===== config.mk =====
export PLATFORM = sky130hd
export DESIGN_NAME = sla_alu_top
export DESIGN_NICKNAME = d
export VERILOG_FILES = /design/src/rtl/sla_pkg.sv /design/src/rtl/sla_alu_top.sv /design/src/rtl/sla_shift_unit.sv /design/src/rtl/sla_logic_unit.sv
export SDC_FILE = /design/constraint.sdc
export NUM_CORES = 1
export LEC_CHECK = 0
export ABC_AREA = 1
export BUFFER_PORTS_ARGS = -buffer_cell sky130_fd_sc_hd__buf_4
export CAP_MARGIN = 20
export CORE_ASPECT_RATIO = 0.7
export CORE_UTILIZATION = 51
export CTS_BUF_LIST = sky130_fd_sc_hd__clkbuf_8
export CTS_CLUSTER_DIAMETER = 40
export CTS_CLUSTER_SIZE = 24
export DETAILED_ROUTE_END_ITERATION = 6
export HOLD_SLACK_MARGIN = 0.1
export PLACE_DENSITY_LB_ADDON = 0.3
export SLEW_MARGIN = 10
export SYNTH_ARGS = -nofsm -noshare
export SYNTH_HDL_FRONTEND = slang
export SYNTH_SLANG_ARGS = --single-unit

===== constraint.sdc =====
create_clock -name SYS_CLK -period 1.8 [get_ports SYS_CLK]
set_input_delay 0.09 -clock SYS_CLK [delete_from_list [all_inputs] [get_ports SYS_CLK]]
set_output_delay 0.09 -clock SYS_CLK [all_outputs]
set_load 0.02 [all_outputs]

===== src/rtl/sla_pkg.sv =====
// What this block does
// - right shift of accumulator fills bit 7 with zero, old bit 0 to carry
// - right rotate through carry: old carry to bit 7, old bit 0 to carry
// - right shift and rotate also act on memory byte, carry only
// - left shift of accumulator fills bit 0 with zero, old bit 7 to carry
// - left rotate through carry: old carry to bit 0, old bit 7 to carry
// - left shift and rotate also act on memory byte, carry only
// - nibble swap exchanges accumulator halves, no flag changes
// - AND with immediate or memory into accumulator, or into memory; zero only
// - OR with immediate or memory into accumulator, or into memory; zero only
// - XOR with immediate or memory into accumulator, or into memory; zero only
// - XOR of accumulator into port output latch changes no flag
// - complement of accumulator or memory byte updates zero only
// - two's complement of accumulator or memory byte updates zero only
package sla_pkg;

localparam int APB_ADDR_W = 12;
localparam int DATA_W = 8;

////////////////////////////////////////////////////////////////////////////////
// register byte offsets
localparam logic [11:0] OFS_ACC = 12'h000;
localparam logic [11:0] OFS_FLAGS = 12'h004;
localparam logic [11:0] OFS_MEM = 12'h008;
localparam logic [11:0] OFS_IMM = 12'h00c;
localparam logic [11:0] OFS_PORT = 12'h010;
localparam logic [11:0] OFS_CMD = 12'h014;
localparam logic [11:0] OFS_STATUS = 12'h018;

// flag register bit positions
localparam int FLG_Z = 0;
localparam int FLG_C = 1;
localparam int FLG_HC = 2;
localparam int FLG_OV = 3;

// command register fields
localparam int CMD_OP_LSB = 0;
localparam int CMD_DST_LSB = 4;
localparam int CMD_SRC_BIT = 6;

// status register fields
localparam int STS_ILLEGAL_BIT = 4;
localparam int STS_CNT_LSB = 8;

// reset values
localparam logic [7:0] ACC_RST = 8'h00;
localparam logic [3:0] FLAGS_RST = 4'h0;
localparam logic [7:0] BYTE_RST = 8'h00;

////////////////////////////////////////////////////////////////////////////////
typedef enum logic [3:0] {
    OP_SHR, OP_RRC, OP_SHL, OP_RLC, OP_SWAP,
    OP_AND, OP_OR, OP_XOR, OP_NOT, OP_NEG
} sla_op_e;

typedef enum logic [1:0] {DST_ACC, DST_MEM, DST_IO} sla_dst_e;

typedef enum logic {SRC_IMM, SRC_MEM} sla_src_e;

function automatic logic sla_is_zero(input logic [7:0] v);
    return v == 8'h00;
endfunction

// which destination each operation accepts
function automatic logic sla_legal(input logic [3:0] op, input logic [1:0] dst);
    logic ok;
    ok = 1'b0;
    case (op)
        OP_SHR, OP_RRC, OP_SHL, OP_RLC, OP_AND, OP_OR, OP_NOT, OP_NEG:
            ok = (dst == DST_ACC) || (dst == DST_MEM);
        OP_SWAP:
            ok = (dst == DST_ACC);
        OP_XOR:
            ok = (dst == DST_ACC) || (dst == DST_MEM) || (dst == DST_IO);
        default:
            ok = 1'b0;
    endcase
    return ok;
endfunction

function automatic logic sla_is_shift(input logic [3:0] op);
    return (op == OP_SHR) || (op == OP_RRC) || (op == OP_SHL) || (op == OP_RLC);
endfunction

endpackage


===== src/rtl/sla_alu_top.sv =====
// The register offsets and the APB slave port were left to the implementer.
`timescale 1ns/100ps
`default_nettype none
module sla_alu_top
#(
    parameter int ADDR_W = sla_pkg::APB_ADDR_W
)
(
    input wire logic SYS_CLK, // 200 MHz system clock
    input wire logic SYS_RST, // async reset, active high
    input wire logic PSEL, // apb select
    input wire logic PENABLE, // apb access phase
    input wire logic PWRITE, // apb direction, high = write
    input wire logic [ADDR_W-1:0] PADDR, // apb byte address
    input wire logic [31:0] PWDATA, // apb write data
    input wire logic [3:0] PSTRB, // apb byte strobes
    output logic [31:0] PRDATA, // apb read data
    output logic PREADY, // apb transfer done
    output logic PSLVERR, // apb error answer
    output logic [7:0] ACC_OUT, // accumulator
    output logic [3:0] FLAGS_OUT, // ov, half carry, carry, zero
    output logic [7:0] MEM_WR_DATA, // byte to write back to data memory
    output logic MEM_WR_STB, // one-cycle memory write-back pulse
    output logic [7:0] FIRST_PORT_OUTPUT_LATCH, // io port data register
    output logic EXEC_DONE // one-cycle pulse per executed command
);
    import sla_pkg::*;

    ////////////////////////////////////////////////////////////////////////////
    // apb slave timing

    logic pready_r;
    logic [31:0] prdata_r;
    logic pslverr_r;
    logic acc_phase;
    logic xfer_done;
    logic wr_en;
    logic [11:0] addr;
    logic mapped;
    logic [31:0] rd_mux;

    assign acc_phase = PSEL && PENABLE;
    assign xfer_done = acc_phase && pready_r;
    // a write with lane 0 off carries no byte for these registers
    assign wr_en = xfer_done && PWRITE && PSTRB[0];
    assign addr = 12'(PADDR);

    always_comb
    begin
        mapped = 1'b1;
        case (addr)
            OFS_ACC, OFS_FLAGS, OFS_MEM, OFS_IMM, OFS_PORT, OFS_CMD, OFS_STATUS:
                mapped = 1'b1;
            default:
                mapped = 1'b0;
        endcase
    end

    // one wait state, so answer data settles from flops only
    always_ff @(posedge SYS_CLK or posedge SYS_RST)
    begin
        if (SYS_RST)
            pready_r <= 1'b0;
        else
            pready_r <= acc_phase && !pready_r;
    end

    ////////////////////////////////////////////////////////////////////////////
    // command decode

    logic [3:0] cmd_op;
    logic [1:0] cmd_dst;
    logic cmd_src;
    logic cmd_sel;
    logic cmd_legal;
    logic exec;

    assign cmd_op = PWDATA[CMD_OP_LSB +: 4];
    assign cmd_dst = PWDATA[CMD_DST_LSB +: 2];
    assign cmd_src = PWDATA[CMD_SRC_BIT];
    assign cmd_sel = (addr == OFS_CMD);
    assign cmd_legal = sla_legal(cmd_op, cmd_dst);
    assign exec = wr_en && cmd_sel && cmd_legal;

    ////////////////////////////////////////////////////////////////////////////
    // datapath

    logic [7:0] acc_r;
    logic [7:0] mem_r;
    logic [7:0] imm_r;
    logic [7:0] port_r;
    logic flag_z_r;
    logic flag_c_r;
    logic flag_hc_r;
    logic flag_ov_r;

    logic [7:0] target;
    logic [7:0] shift_res;
    logic shift_c;
    logic [7:0] logic_a;
    logic [7:0] logic_b;
    logic [7:0] logic_res;
    logic logic_zero;
    logic [7:0] result;
    logic is_shift;

    // shifts, not and neg act on the destination itself
    assign target = (cmd_dst == DST_MEM) ? mem_r : acc_r;
    assign is_shift = sla_is_shift(cmd_op) || (cmd_op == OP_SWAP);

    sla_shift_unit u_shift
    (
        .op(cmd_op),
        .operand(target),
        .carry_in(flag_c_r),
        .result(shift_res),
        .carry_out(shift_c)
    );

    always_comb
    begin
        logic_a = acc_r;
        logic_b = imm_r;
        if ((cmd_op == OP_NOT) || (cmd_op == OP_NEG))
        begin
            logic_a = target;
        end
        case (cmd_dst)
            DST_MEM: logic_b = mem_r;
            DST_IO: logic_b = port_r;
            default: logic_b = (cmd_src == SRC_MEM) ? mem_r : imm_r;
        endcase
    end

    sla_logic_unit u_logic
    (
        .op(cmd_op),
        .a(logic_a),
        .b(logic_b),
        .result(logic_res),
        .zero(logic_zero)
    );

    assign result = is_shift ? shift_res : logic_res;

    ////////////////////////////////////////////////////////////////////////////
    // accumulator

    always_ff @(posedge SYS_CLK or posedge SYS_RST)
    begin
        if (SYS_RST)
            acc_r <= ACC_RST;
        else if (exec && (cmd_dst == DST_ACC))
            acc_r <= result;
        else if (wr_en && (addr == OFS_ACC))
            acc_r <= PWDATA[7:0];
    end

    ////////////////////////////////////////////////////////////////////////////
    // memory operand and write-back

    logic mem_stb_r;

    always_ff @(posedge SYS_CLK or posedge SYS_RST)
    begin
        if (SYS_RST)
            mem_r <= BYTE_RST;
        else if (exec && (cmd_dst == DST_MEM))
            mem_r <= result;
        else if (wr_en && (addr == OFS_MEM))
            mem_r <= PWDATA[7:0];
    end

    always_ff @(posedge SYS_CLK or posedge SYS_RST)
    begin
        if (SYS_RST)
            mem_stb_r <= 1'b0;
        else
            mem_stb_r <= exec && (cmd_dst == DST_MEM);
    end

    ////////////////////////////////////////////////////////////////////////////
    // immediate and port latch

    always_ff @(posedge SYS_CLK or posedge SYS_RST)
    begin
        if (SYS_RST)
            imm_r <= BYTE_RST;
        else if (wr_en && (addr == OFS_IMM))
            imm_r <= PWDATA[7:0];
    end

    always_ff @(posedge SYS_CLK or posedge SYS_RST)
    begin
        if (SYS_RST)
            port_r <= BYTE_RST;
        else if (exec && (cmd_dst == DST_IO))
            port_r <= result;
        else if (wr_en && (addr == OFS_PORT))
            port_r <= PWDATA[7:0];
    end

    ////////////////////////////////////////////////////////////////////////////
    // flags: shifts touch carry only, swap and io xor touch none

    logic upd_c;
    logic upd_z;

    assign upd_c = exec && sla_is_shift(cmd_op);
    assign upd_z = exec && !is_shift && (cmd_dst != DST_IO);

    always_ff @(posedge SYS_CLK or posedge SYS_RST)
    begin
        if (SYS_RST)
        begin
            flag_z_r <= FLAGS_RST[FLG_Z];
        end
        else if (upd_z)
        begin
            flag_z_r <= logic_zero;
        end
        else if (wr_en && (addr == OFS_FLAGS))
        begin
            flag_z_r <= PWDATA[FLG_Z];
        end
    end

    always_ff @(posedge SYS_CLK or posedge SYS_RST)
    begin
        if (SYS_RST)
        begin
            flag_c_r <= FLAGS_RST[FLG_C];
        end
        else if (upd_c)
        begin
            flag_c_r <= shift_c;
        end
        else if (wr_en && (addr == OFS_FLAGS))
        begin
            flag_c_r <= PWDATA[FLG_C];
        end
    end

    // no operation here alters these two; only software loads them
    always_ff @(posedge SYS_CLK or posedge SYS_RST)
    begin
        if (SYS_RST)
        begin
            flag_hc_r <= FLAGS_RST[FLG_HC];
            flag_ov_r <= FLAGS_RST[FLG_OV];
        end
        else if (wr_en && (addr == OFS_FLAGS))
        begin
            flag_hc_r <= PWDATA[FLG_HC];
            flag_ov_r <= PWDATA[FLG_OV];
        end
    end

    ////////////////////////////////////////////////////////////////////////////
    // status

    logic [3:0] last_op_r;
    logic illegal_r;
    logic [7:0] exec_cnt_r;
    logic done_r;

    always_ff @(posedge SYS_CLK or posedge SYS_RST)
    begin
        if (SYS_RST)
        begin
            last_op_r <= 4'h0;
            illegal_r <= 1'b0;
        end
        else if (wr_en && cmd_sel)
        begin
            last_op_r <= cmd_op;
            illegal_r <= !cmd_legal;
        end
    end

    // counter wraps; software compares snapshots
    always_ff @(posedge SYS_CLK or posedge SYS_RST)
    begin
        if (SYS_RST)
            exec_cnt_r <= 8'h00;
        else if (exec)
            exec_cnt_r <= 8'(exec_cnt_r + 8'h01);
    end

    always_ff @(posedge SYS_CLK or posedge SYS_RST)
    begin
        if (SYS_RST)
            done_r <= 1'b0;
        else
            done_r <= exec;
    end

    ////////////////////////////////////////////////////////////////////////////
    // read mux and answer

    always_comb
    begin
        rd_mux = 32'h0000_0000;
        case (addr)
            OFS_ACC: rd_mux[7:0] = acc_r;
            OFS_FLAGS:
            begin
                rd_mux[FLG_Z] = flag_z_r;
                rd_mux[FLG_C] = flag_c_r;
                rd_mux[FLG_HC] = flag_hc_r;
                rd_mux[FLG_OV] = flag_ov_r;
            end
            OFS_MEM: rd_mux[7:0] = mem_r;
            OFS_IMM: rd_mux[7:0] = imm_r;
            OFS_PORT: rd_mux[7:0] = port_r;
            OFS_STATUS:
            begin
                rd_mux[3:0] = last_op_r;
                rd_mux[STS_ILLEGAL_BIT] = illegal_r;
                rd_mux[STS_CNT_LSB +: 8] = exec_cnt_r;
            end
            default: rd_mux = 32'h0000_0000;
        endcase
    end

    // command register reads as zero; it has no storage
    always_ff @(posedge SYS_CLK or posedge SYS_RST)
    begin
        if (SYS_RST)
        begin
            prdata_r <= 32'h0000_0000;
            pslverr_r <= 1'b0;
        end
        else if (acc_phase && !pready_r)
        begin
            prdata_r <= PWRITE ? 32'h0000_0000 : rd_mux;
            pslverr_r <= !mapped || (PWRITE && cmd_sel && PSTRB[0] && !cmd_legal);
        end
        else
        begin
            prdata_r <= 32'h0000_0000;
            pslverr_r <= 1'b0;
        end
    end

    ////////////////////////////////////////////////////////////////////////////
    // outputs

    assign PRDATA = prdata_r;
    assign PREADY = pready_r;
    assign PSLVERR = pslverr_r;
    assign ACC_OUT = acc_r;
    assign FLAGS_OUT = {flag_ov_r, flag_hc_r, flag_c_r, flag_z_r};
    assign MEM_WR_DATA = mem_r;
    assign MEM_WR_STB = mem_stb_r;
    assign FIRST_PORT_OUTPUT_LATCH = port_r;
    assign EXEC_DONE = done_r;

endmodule
`default_nettype wire


===== src/rtl/sla_shift_unit.sv =====
`timescale 1ns/100ps
`default_nettype none
module sla_shift_unit
(
    input wire logic [3:0] op, // operation code
    input wire logic [7:0] operand, // accumulator or memory byte
    input wire logic carry_in, // current carry flag
    output logic [7:0] result, // shifted byte
    output logic carry_out // new carry
);
    import sla_pkg::*;

    always_comb
    begin
        result = operand;
        carry_out = carry_in;
        case (op)
            OP_SHR:
            begin
                result = {1'b0, operand[7:1]};
                carry_out = operand[0];
            end
            OP_RRC:
            begin
                result = {carry_in, operand[7:1]};
                carry_out = operand[0];
            end
            OP_SHL:
            begin
                result = {operand[6:0], 1'b0};
                carry_out = operand[7];
            end
            OP_RLC:
            begin
                result = {operand[6:0], carry_in};
                carry_out = operand[7];
            end
            OP_SWAP:
                result = {operand[3:0], operand[7:4]};
            default:
                result = operand;
        endcase
    end
endmodule
`default_nettype wire


===== src/rtl/sla_logic_unit.sv =====
`timescale 1ns/100ps
`default_nettype none
module sla_logic_unit
(
    input wire logic [3:0] op, // operation code
    input wire logic [7:0] a, // accumulator, or target of not/neg
    input wire logic [7:0] b, // second operand
    output logic [7:0] result, // logic result
    output logic zero // result is zero
);
    import sla_pkg::*;

    always_comb
    begin
        case (op)
            OP_AND: result = a & b;
            OP_OR: result = a | b;
            OP_XOR: result = a ^ b;
            OP_NOT: result = ~a;
            OP_NEG: result = 8'((~a) + 8'h01);
            default: result = a;
        endcase
        zero = sla_is_zero(result);
    end
endmodule
`default_nettype wire


Word level (Yosys, flattened, before mapping) --
Index checks and enable logic that the tools add are counted.
Cells by class: add/sub/neg operators 2, multipliers 0, div/mod/pow operators 0, order comparisons 0, equal/unequal tests 19, shift-type cells 0, mux-type cells 27, bitwise operators 4, reductions and logical operators 47
Operators with widths (count):
- $mux W8 | 11
- $pmux W8 S5 | 2
- $eq A12 B5 Y1 const B | 3
- $mux W16 | 2
- $eq A12 B4 Y1 const B | 2
- $pmux W4 S6 | 1
- $logic_and A1 B1 Y1 | 21
- $add A8 B1 Y8 const B | 2
- $eq A4 B3 Y1 const B | 4
- $pmux W8 S2 | 1
- $eq A12 B3 Y1 const B | 1
- $logic_not A12 Y1 | 1
- $pmux W3 S4 | 1
- $reduce_bool A2 Y1 | 5
- $and A8 B8 Y8 | 1
- $eq A4 B2 Y1 const B | 2
- $eq A4 B4 Y1 const B | 2
- $logic_not A8 Y1 | 1
- $logic_or A1 B1 Y1 | 8
- $not A8 Y8 | 1
- $or A8 B8 Y8 | 1
- $reduce_or A8 Y1 | 1
- $xor A8 B8 Y8 | 1
- $reduce_or A7 Y1 | 1
- 14 further kinds | 23
Word-level totals: flip-flop bits (word level) 85, latch bits 0, RAM bits 0, bits in read-only memories 0, input port bits 53, output and inout bits 64, word-level logic and storage cells 115, memories kept 0

Longest topological paths before layout --
Gate-level depths: netlist of run 1.
depth in word-level cells 9, depth in mapped cells 20, depth with buffers taken out 19

By module --
A second synthesis of run 1 with hierarchy kept.
Unflattened totals: cells, all modules 870, area total of the unflattened synthesis 5894.4 µm²
Modules (own cells, without submodules):
- sla_alu_top | instances 1, cells each 629, area each 4611.9 µm², sequential area each 1726.7 µm²
- sla_logic_unit | instances 1, cells each 175, area each 934.6 µm², sequential area each 0.0 µm²
- sla_shift_unit | instances 1, cells each 66, area each 347.8 µm², sequential area each 0.0 µm²

Worst setup path before layout of run 1 --
Ideal clock, no wire load.
kind input to register, from input PWDATA[4], to register acc_r[4], in the netlist ACC_OUT[4], library setup time 117 ps, arrival time 2069 ps, required time 1683 ps, setup slack -386 ps, stages 14, path buffers 1, cells stage by stage inv_1 > ha_1 > inv_1 > clkbuf_1 > nand3_1 > o21ai_0 > inv_1 > ha_1 > a221oi_1 > nand3_1 > nand2_1 > o2111ai_1 > nand2_1 > nand2_1
Between the ends: word-level cells in the longest chain between the ends 8, elaborated cells between the ends (all ways) 22, those cells by class 1 x add/sub; 2 x eq/ne; 9 x mux; 4 x bitwise; 6 x reduce/logical
Ends and longest elaborated chain:
- start, declared | RTL line sla_alu_top.sv:15 | input wire logic [31:0] PWDATA,
- $eq A2 B1 Y1
- $mux W8 | RTL line sla_alu_top.sv:108 | assign target = (cmd_dst == DST_MEM) ? mem_r : acc_r;
- $mux W8 | RTL line sla_alu_top.sv:124 | if ((cmd_op == OP_NOT) || (cmd_op == OP_NEG))
- $not A8 Y8 | RTL line sla_logic_unit.sv:19, sla_logic_unit.sv:20
- $add A8 B1 Y8 | RTL line sla_logic_unit.sv:20 | OP_NEG: result = 8'((~a) + 8'h01);
- $pmux W8 S5 | RTL line sla_logic_unit.sv:15 | case (op)
- $mux W8 | RTL line sla_alu_top.sv:144 | assign result = is_shift ? shift_res : logic_res;
- $mux W8 | RTL line sla_alu_top.sv:153 | else if (exec && (cmd_dst == DST_ACC))
- end signal, assigned | RTL line sla_alu_top.sv:154 | acc_r <= result;
- end signal, assigned | RTL line sla_alu_top.sv:156 | acc_r <= PWDATA[7:0];
- end, declared | RTL line sla_alu_top.sv:88 | logic [7:0] acc_r;
Parallel ways exist; a longest one is shown, timed or not. The select of a mux whose other input is x is not followed. A chain may end at the register's enable or synchronous reset.

Worst setup path in the final report of run 1 --
from register mem_r[2], in the netlist MEM_WR_DATA[2], to register flag_z_r
Between the ends: word-level cells in the longest chain between the ends 7, elaborated cells between the ends (all ways) 12, those cells by class 1 x add/sub; 6 x mux; 4 x bitwise; 1 x reduce/logical
Ends and longest elaborated chain:
- start, declared | RTL line sla_alu_top.sv:89 | logic [7:0] mem_r;
- start signal, assigned | RTL line sla_alu_top.sv:169 | mem_r <= result;
- start signal, assigned | RTL line sla_alu_top.sv:171 | mem_r <= PWDATA[7:0];
- $mux W8 | RTL line sla_alu_top.sv:108
- $mux W8 | RTL line sla_alu_top.sv:124
- $not A8 Y8 | RTL line sla_logic_unit.sv:19, sla_logic_unit.sv:20
- $add A8 B1 Y8 | RTL line sla_logic_unit.sv:20
- $pmux W8 S5 * | RTL line sla_logic_unit.sv:15
- $logic_not A8 Y1 * | RTL line sla_pkg.sv:61 | return v == 8'h00;
- $mux W1 * | RTL line sla_alu_top.sv:218 | else if (upd_z)
- end signal, assigned | RTL line sla_alu_top.sv:216 | flag_z_r <= FLAGS_RST[FLG_Z];
- end signal, assigned | RTL line sla_alu_top.sv:220 | flag_z_r <= logic_zero;
- end signal, assigned | RTL line sla_alu_top.sv:224 | flag_z_r <= PWDATA[FLG_Z];
- end, declared | RTL line sla_alu_top.sv:92 | logic flag_z_r;
Mark *: on every way between the ends. The rest lies on a longest branch, timed or not.

==> out/qor.yml, run 1 <==
floorplanning:
  die_area_um2: 10240
  rows: 29
  die_w_um: 120.5
  num_io_pins: 117
  fp.dieH_um: 84.96
  initial_core_util: 0.5397
  core_um2: 9289
routing:
  firstDrtPassIters: 7
  antenna_left: 0
  drc: 1
  viasPerCell: 5.839
  drt-total-wl_mm: 21.37
  detail_route.wl_per_cell_um: 19.15
  drtIter0Drc: 785
  num_vias: 6516
min_path:
  min_path_type: "in2reg"
placement:
  port_buffers: 73
  dpl_worst_slack_ns: -0.6067
  dpl.hpwl_mm: 15.27
  post-place-cells: 1060
  place_congestion: 1.082
  place_area_um2: 6958
cts:
  clock-sinks: 69
  tritoncts: "built"
  root_buffer: "clkbuf_8"
  clk_latency_ns: 0.37
  cts_buffers: 9
  clk_path_buf_depth: 2
  clk_pin_slew_ns: 0.08
  h-tree-depth: 3
synth:
  avgSynthCellArea_um2: 7.032
  synth_seq_cells: 69
  syn_area_um2: 5014
  synth_flop_cell: "dfrtp_1"
  synth-async-reset-ratio: 1.000
  synth_cells: 713
  yosysMostFrequentCell: "nand2_1"
  yosys_warnings: 0
  synth.distinct_cells: 48
  synth.top_cell.area_share: 0.3444
  yosysTopAreaCell: "dfrtp_1"
  synth_edf_count: 0
  synth_area_leaders: "dfrtp_1 34%, nand2_1 15%, inv_1 6.2%"
  synth_common_cells: "201 x nand2_1, 83 x inv_1, 69 x dfrtp_1"
  seq_area_frac_synth: 0.3444
setup_path:
  cp_slowest_cell: "dfrtp_1"
  critPathKind: "reg2reg"
  cp.required_ns: 2.10
  worstSetupEndpointType: "register"
  cp_num_buf_inv: 1
  critPathTopFamily: "simple AND/OR/NAND/NOR gates"
  critPathMaxStageDelay_ns: 0.46
  crit_path_cell_trace: "a21oi_2 -> o21ai_0 -> o21ai_2 -> inv_1 -> ha_2 -> nand2_1 -> o211ai_1 -> nor2_1 -> nand2_1 -> nor2_4 -> nand3_2 -> nor2_2 -> nand3_2 -> a21oi_2"
  cp.arrival_ns: 2.53
  worst_setup_path_start_kind: "register"
  critPathMaxFanout: 3
timing:
  slew_viol_final: 0
  fin_setup_tns_ns: -5.893
  slew-limit-headroom: 0.6539
  worst_pin_slew_ns: 0.5152
  finalCriticalPeriod_ns: 2.233
  finalHoldViolations: 0
  fmax_mhz: 447.9
  fin_crit_sh: 1.240
  timing.final.ws_setup_ns: -0.4327
  fin_skew_ns: 0.009540
  rsz0062_at_grt: "true"
  setup_violations: 25
  holdWs_ns: 0.1230
global_route:
  grt_start_max_net_pins: 70
  antenna_found_initial: 0
  track_usage: 0.4017
  overflow: 0
  grt_pass1_wl_mm: 31.08
  first_global_vias: 6040
power:
  vdd_drop_max_v: 0.0003665
  cellLeakagePower_nw: 4.034
  power_mw: 3.662
  cellPowerDensity_nw_per_um2: 457.3
run_status:
  violations: "design-rule violations, negative setup slack"
  outcome: "finished, violations left"
finish:
  final_nets: 1059
  multiInputGateArea_um2: 3334
  stdcell_count: 1116
  fill_cells: 545
  diodes: 0
  final-seq-area_um2: 1730
  utilization: 0.8619
  drive_gt1_frac: 0.4808
  fin_area_um2: 8006
  syn_to_final_growth_pct: 59.70
run:
  maxCapViolations: 0
layout by cell type (no fill, tap or decap), types with 11 or more instances in the layout:
master	Yosys	routed
inv_1	83	65
nor2_1	52	45
nand3_1	40	26
nor3_1	15	14
dfrtp_1	69	66
nor2_4	8	11
nand2_1	201	157
nand2_2	5	46
buf_4	20	261
o21ai_2	1	22
conb_1	1	16
inv_2	16	28
o22ai_1	16	15
o21ai_1	25	21
nand3_2	2	15
o21ai_0	53	31
kinds of logic (layout without fill, tap and decap cells):
group / Yosys count / in the layout / synth area share
simple gates: 343 / 343 / 0.3075
compound gates: 138 / 138 / 0.1622
buf+inv: 136 / 400 / 0.1255
flops: 69 / 69 / 0.3444
fa+ha+maj: 19 / 19 / 0.04742
xor+xnor: 7 / 7 / 0.01223
other cells: 1 / 16 / 0.0007480
routing by layer:
metal	track usage	routed length [µm]	up-vias
li1	-	-	2863
met1	0.5635	8524	3034
met2	0.6176	9349	531
met3	0.1042	2854	88
met4	0.1044	643	0
met5	0	0	-
final cells by class:
class                           instances  share of cell area
Timing Repair Buffer                  279              0.2724
Clock buffer                            9             0.01547
Multi-Input combinational cell        523              0.4165
Sequential cell                        69              0.2161
Clock inverter                          7            0.006876
Inverter                              105             0.05329
Tap cell                              124             0.01938
final timing paths:
check	startpoint	endpoint	slack, ns	cells after the start
max in group asynchronous	SYS_RST	MEM_WR_DATA[1]$_DFFE_PP0P_	1.11	4
hold / removal	PWRITE	PSLVERR$_DFF_PP0_	0.12	5
min in group asynchronous	SYS_RST	PSLVERR$_DFF_PP0_	0.37	4
setup / recovery	MEM_WR_DATA[2]$_DFFE_PP0P_	flag_z_r$_DFFE_PP0P_	-0.43	14
setup reg to reg	MEM_WR_DATA[2]$_DFFE_PP0P_	flag_z_r$_DFFE_PP0P_	-0.43	14
hold reg to reg	imm_r[1]$_DFFE_PP0P_	imm_r[1]$_DFFE_PP0P_	0.50	2
worst min-delay path: stages:
cell and delay [ns]:
buf_4 0.11, nand2_1 0.04, inv_1 0.06, nand2_1 0.07
a21oi_1 0.07
state kept, by name (all words and copies together) (netlist names):
| name | count |
|---|---|
| ACC_OUT | 8 |
| EXEC_DONE | 1 |
| FIRST_PORT_OUTPUT_LATCH | 8 |
| MEM_WR_DATA | 8 |
| MEM_WR_STB | 1 |
| PRDATA | 16 |
| PREADY | 1 |
| PSLVERR | 1 |
| exec_cnt_r | 8 |
| flag_c_r | 1 |
| flag_hc_r | 1 |
| flag_ov_r | 1 |
| flag_z_r | 1 |
| illegal_r | 1 |
| imm_r | 8 |
| last_op_r | 4 |
what timing repair did:
action,4_1_cts,5_1_grt
endpoints found under the setup margin,25,29
pin swaps,36,64
hold buffers,6,0
setup buffers,18,16
endpoints found under the hold margin,74,0
resized for setup,39,117
power by group:
part	total, mW	leakage (nW)	switching, mW	internal, mW
Clock	1.20	0.0866	0.687	0.514
Sequential	1.55	0.870	0.00157	1.55
Combinational	0.908	3.08	0.534	0.374
No activity file was read; power rests on OpenSTA's default activity.
==> run 2: changes to the inputs <==
--- a/config.mk
+++ b/config.mk
@@ -5,7 +5,7 @@
 export SDC_FILE = /design/constraint.sdc
 export NUM_CORES = 1
 export LEC_CHECK = 0
-export ABC_AREA = 1
+export ABC_AREA = 0
 export BUFFER_PORTS_ARGS = -buffer_cell sky130_fd_sc_hd__buf_4
 export CAP_MARGIN = 20
 export CORE_ASPECT_RATIO = 0.7
==> run 2 against run 1 <==
The flow finishes with violations (negative setup slack). Routed wire length down 3.7%. Clock-buffer cell count grew 2. Synthesized area rose by 0.45%. Sequential cell count is the same. Register-to-register slack lost 0.24 ns. Non-clock buffer count decreased by 38. Critical path type is now in2reg.
==> out/qor.yml, run 2 <==
run_status:
  outcome: "finished, violations left"  # unchanged
  violations: "negative setup slack"  # was design-rule violations, negative setup slack
min_path:
  hold_depth: 4  # was 5
  hold_end: "MEM_WR_DATA[5]$_DFFE_PP0P_"  # was PSLVERR$_DFF_PP0_
  worstHoldStart: "PWDATA[5]"  # was PWRITE
  min_path_type: "in2reg"  # unchanged
placement:
  dpl.hpwl_mm: 13.93  # was 15.27 mm
  port_buffers: 73  # unchanged
  place_area_um2: 6680  # was 6958 µm²
  dpl_worst_slack_ns: -1.399  # was -0.6067 ns
  post-place-cells: 846  # was 1060
  place_congestion: 0.9692  # was 1.082
finish:
  largest_reg_flops: 16  # unchanged
  stdcell_count: 888  # was 1116
  fill_cells: 567  # was 545
  fin_area_um2: 7527  # was 8006 µm²
  drive_gt1_frac: 0.4935  # was 0.4808
  layout_common_cells: "220 x buf_4, 67 x dfrtp_1, 57 x nor2_1"  # was 261 x buf_4, 157 x nand2_1, 66 x dfrtp_1
  diodes: 0  # unchanged
  layout_commonest_cell: "buf_4"  # unchanged
  syn_to_final_growth_pct: 49.47  # was 59.70%
  final_nets: 832  # was 1059
  utilization: 0.8072  # was 0.8619
routing:
  drtIter0Drc: 760  # was 785
  antenna_left: 0  # unchanged
  firstDrtPassIters: 6  # was 7
  drc: 0  # was 1
  detail_route.wl_per_cell_um: 23.18  # was 19.15 µm
  drt-total-wl_mm: 20.59  # was 21.37 mm
  viasPerCell: 6.265  # was 5.839
  num_vias: 5563  # was 6516
synth:
  yosysMostFrequentCell: "dfrtp_1"  # was nand2_1
  yosysTopAreaCell: "dfrtp_1"  # unchanged
  synth_compound_area_frac: 0.1506  # was 0.1622
  synth_area_leaders: "dfrtp_1 34%, mux2i_1 9.7%, mux2_2 8.7%"  # was dfrtp_1 34%, nand2_1 15%, inv_1 6.2%
  synth_flop_cell: "dfrtp_1"  # unchanged
  synth.distinct_cells: 62  # was 48
  synth_fa_ha_area_frac: 0.04720  # was 0.04742
  avgSynthCellArea_um2: 9.224  # was 7.032 µm²
  synthXorXnorAreaFrac: 0.01913  # was 0.01223
  syn_area_um2: 5036  # was 5014 µm²
  synth_edf_count: 0  # unchanged
  synth_cells: 546  # was 713
  yosys_warnings: 0  # unchanged
  synth_mux_area_frac: 0.1846  # was 0
  yosys.area_share.simple: 0.1821  # was 0.3075
  synth_top_family_by_area: "multiplexers"  # was simple AND/OR/NAND/NOR gates
  seq_area_frac_synth: 0.3429  # was 0.3444
  synth_common_cells: "69 x dfrtp_1, 60 x nor2_1, 49 x mux2i_1"  # was 201 x nand2_1, 83 x inv_1, 69 x dfrtp_1
  synth_seq_cells: 69  # unchanged
  synth-async-reset-ratio: 1.000  # unchanged
  synth.top_cell.area_share: 0.3429  # was 0.3444
timing:
  rsz0062_at_grt: "true"  # unchanged
  holdWs_ns: 0.1651  # was 0.1230 ns
  slew-limit-headroom: 0.6340  # was 0.6539
  fmax_mhz: 369.5  # was 447.9 MHz
  fin_crit_sh: 1.504  # was 1.240
  slew_viol_final: 0  # unchanged
  timing.final.ws_setup_ns: -0.9063  # was -0.4327 ns
  fin_skew_ns: 0.01122  # was 0.009540 ns
  finalHoldViolations: 0  # unchanged
  fin_setup_tns_ns: -18.10  # was -5.893 ns
  finalCriticalPeriod_ns: 2.706  # was 2.233 ns
  setup_violations: 33  # was 25
  worst_pin_slew_ns: 0.5490  # was 0.5152 ns
power:
  power_mw: 3.488  # was 3.662 mW
  cellPowerDensity_nw_per_um2: 463.3  # was 457.3 nW/µm²
  vdd_drop_max_v: 0.0004432  # was 0.0003665 V
  cellLeakagePower_nw: 3.675  # was 4.034 nW
setup_path:
  cp_num_buf_inv: 5  # was 1
  r2r_slack_ns: -0.67  # was -0.43 ns
  cp_slowest_cell: "a222oi_1"  # was dfrtp_1
  critPathMaxStageDelay_ns: 0.54  # was 0.46 ns
  reg2reg_depth: 8  # was 14
  cp.required_ns: 2.04  # was 2.10 ns
  worstSetupEndpointType: "register"  # unchanged
  critPathMaxFanout: 5  # was 3
  cp.arrival_ns: 2.95  # was 2.53 ns
  critPathTopFamily: "compound AO/OA/AOI/OAI gates"  # was simple AND/OR/NAND/NOR gates
  r2r_start: "MEM_WR_DATA[2]$_DFFE_PP0P_"  # unchanged
  worst_setup_path_start_kind: "input port"  # was register
  critPathKind: "in2reg"  # was reg2reg
  r2r-end: "MEM_WR_DATA[2]$_DFFE_PP0P_"  # was flag_z_r$_DFFE_PP0P_
  crit_path_cell_trace: "buf_8 -> inv_6 -> ha_4 -> mux2_4 -> buf_4 -> buf_6 -> a222oi_1 -> buf_4 -> ha_4 -> a21oi_2 -> o22ai_2 -> a221oi_2 -> o221a_2 -> mux2i_1"  # was a21oi_2 -> o21ai_0 -> o21ai_2 -> inv_1 -> ha_2 -> nand2_1 -> o211ai_1 -> nor2_1 -> nand2_1 -> nor2_4 -> nand3_2 -> nor2_2 -> nand3_2 -> a21oi_2
floorplanning:
  core_um2: 9325  # was 9289 µm²
  fp.dieH_um: 85.14  # was 84.96 µm
  rows: 29  # unchanged
  die_area_um2: 10280  # was 10240 µm²
  die_w_um: 120.8  # was 120.5 µm
  num_io_pins: 117  # unchanged
  initial_core_util: 0.5401  # was 0.5397
cts:
  root_buffer: "clkbuf_8"  # unchanged
  clk_path_buf_depth: 2  # unchanged
  h-tree-depth: 3  # unchanged
  tritoncts: "built"  # unchanged
  cts_buffers: 9  # unchanged
  clk_pin_slew_ns: 0.08  # about the same
  clk_latency_ns: 0.37  # about the same
  clock-sinks: 69  # unchanged
run:
  maxCapViolations: 0  # unchanged
global_route:
  antenna_found_initial: 0  # unchanged
  overflow: 0  # unchanged
  track_usage: 0.3924  # was 0.4017
  first_global_vias: 5380  # was 6040
  grt_start_max_net_pins: 36  # was 70
  grt_pass1_wl_mm: 29.99  # was 31.08 mm
==> run 2: cell types whose count changed in the layout (fill, tap and decap cells not counted), moves of 17 or more <==
cell / previous run / this run
nand2_1: 157 / 25
inv_1: 65 / 12
nand2_2: 46 / 0
mux2i_1: 0 / 44
buf_4: 261 / 220
mux2_2: 0 / 32
inv_2: 28 / 4
o21ai_2: 22 / 1
a21oi_1: 8 / 27
o21ai_0: 31 / 13
nand3_1: 26 / 9
==> run 2: worst register-to-register path, stage by stage, from the launching register on <==
cell	delay, ns
dfrtp_1	0.40
a222oi_1	0.41
ha_1	0.32
mux2_4	0.27
a21oi_2	0.12
o21ai_1	0.08
a211o_1	0.31
a221oi_2	0.31
mux2i_1	0.12
==> run 2: timing repair <==
action | 4_1_cts | 5_1_grt
hold buffers | 5 | 0
setup buffers | 15 | 8
pin swaps | 45 | 17
hold endpoints to repair | 74 | 0
endpoints found under the setup margin | 32 | 43
resized for setup | 70 | 32
==> run 2: cell type report <==
| class | count | area [µm²] | area share |
|---|---|---|---|
| Tap cell | 124 | 155.1 | 0.02061 |
| Multi-Input combinational cell | 420 | 3442 | 0.4573 |
| Timing Repair Buffer | 241 | 1916 | 0.2545 |
| Clock inverter | 4 | 48.80 | 0.006483 |
| Clock buffer | 11 | 151.4 | 0.02011 |
| Sequential cell | 69 | 1729 | 0.2297 |
| Inverter | 19 | 85.08 | 0.01130 |
==> run 2: metal layers <==
metal,GRT usage,vias up,part of all wire
met5,0.01442,-,0
met4,0.1167,0,0.043
met3,0.1210,101,0.13
met2,0.5862,456,0.43
met1,0.5455,2639,0.40
li1,-,2367,-
==> run 2: report_power, final <==
part | internal, mW | switching (mW)
combinational | 0.247 | 0.362
clock | 0.703 | 0.623
sequential | 1.55 | 0.00138
==> run 2: kinds of logic after synthesis <==
| group | after synthesis |
|---|---|
| AO/OA/AOI/OAI | 117 |
| XOR/XNOR | 11 |
| adder cells (fa/ha/maj) | 19 |
| buffers and inverters | 72 |
| flip-flops | 69 |
| multiplexers | 88 |
| other | 1 |
| AND/OR/NAND/NOR | 169 |
==> run 2: worst max-delay path by stage <==
| stage | end | cells past startpoint | slack [ns] | startpoint |
|---|---|---|---|---|
| floorplan | MEM_WR_DATA[2]$_DFFE_PP0P_ | 11 | -0.82 | PWDATA[5] |
| global placement | flag_z_r$_DFFE_PP0P_ | 13 | -1.26 | PWDATA[5] |
| detailed placement | flag_z_r$_DFFE_PP0P_ | 13 | -1.40 | PWDATA[5] |
| CTS | MEM_WR_DATA[2]$_DFFE_PP0P_ | 12 | -0.71 | PWDATA[4] |
| global route | flag_z_r$_DFFE_PP0P_ | 13 | -0.89 | PWDATA[4] |
| finish | MEM_WR_DATA[3]$_DFFE_PP0P_ | 14 | -0.91 | PWDATA[4] |
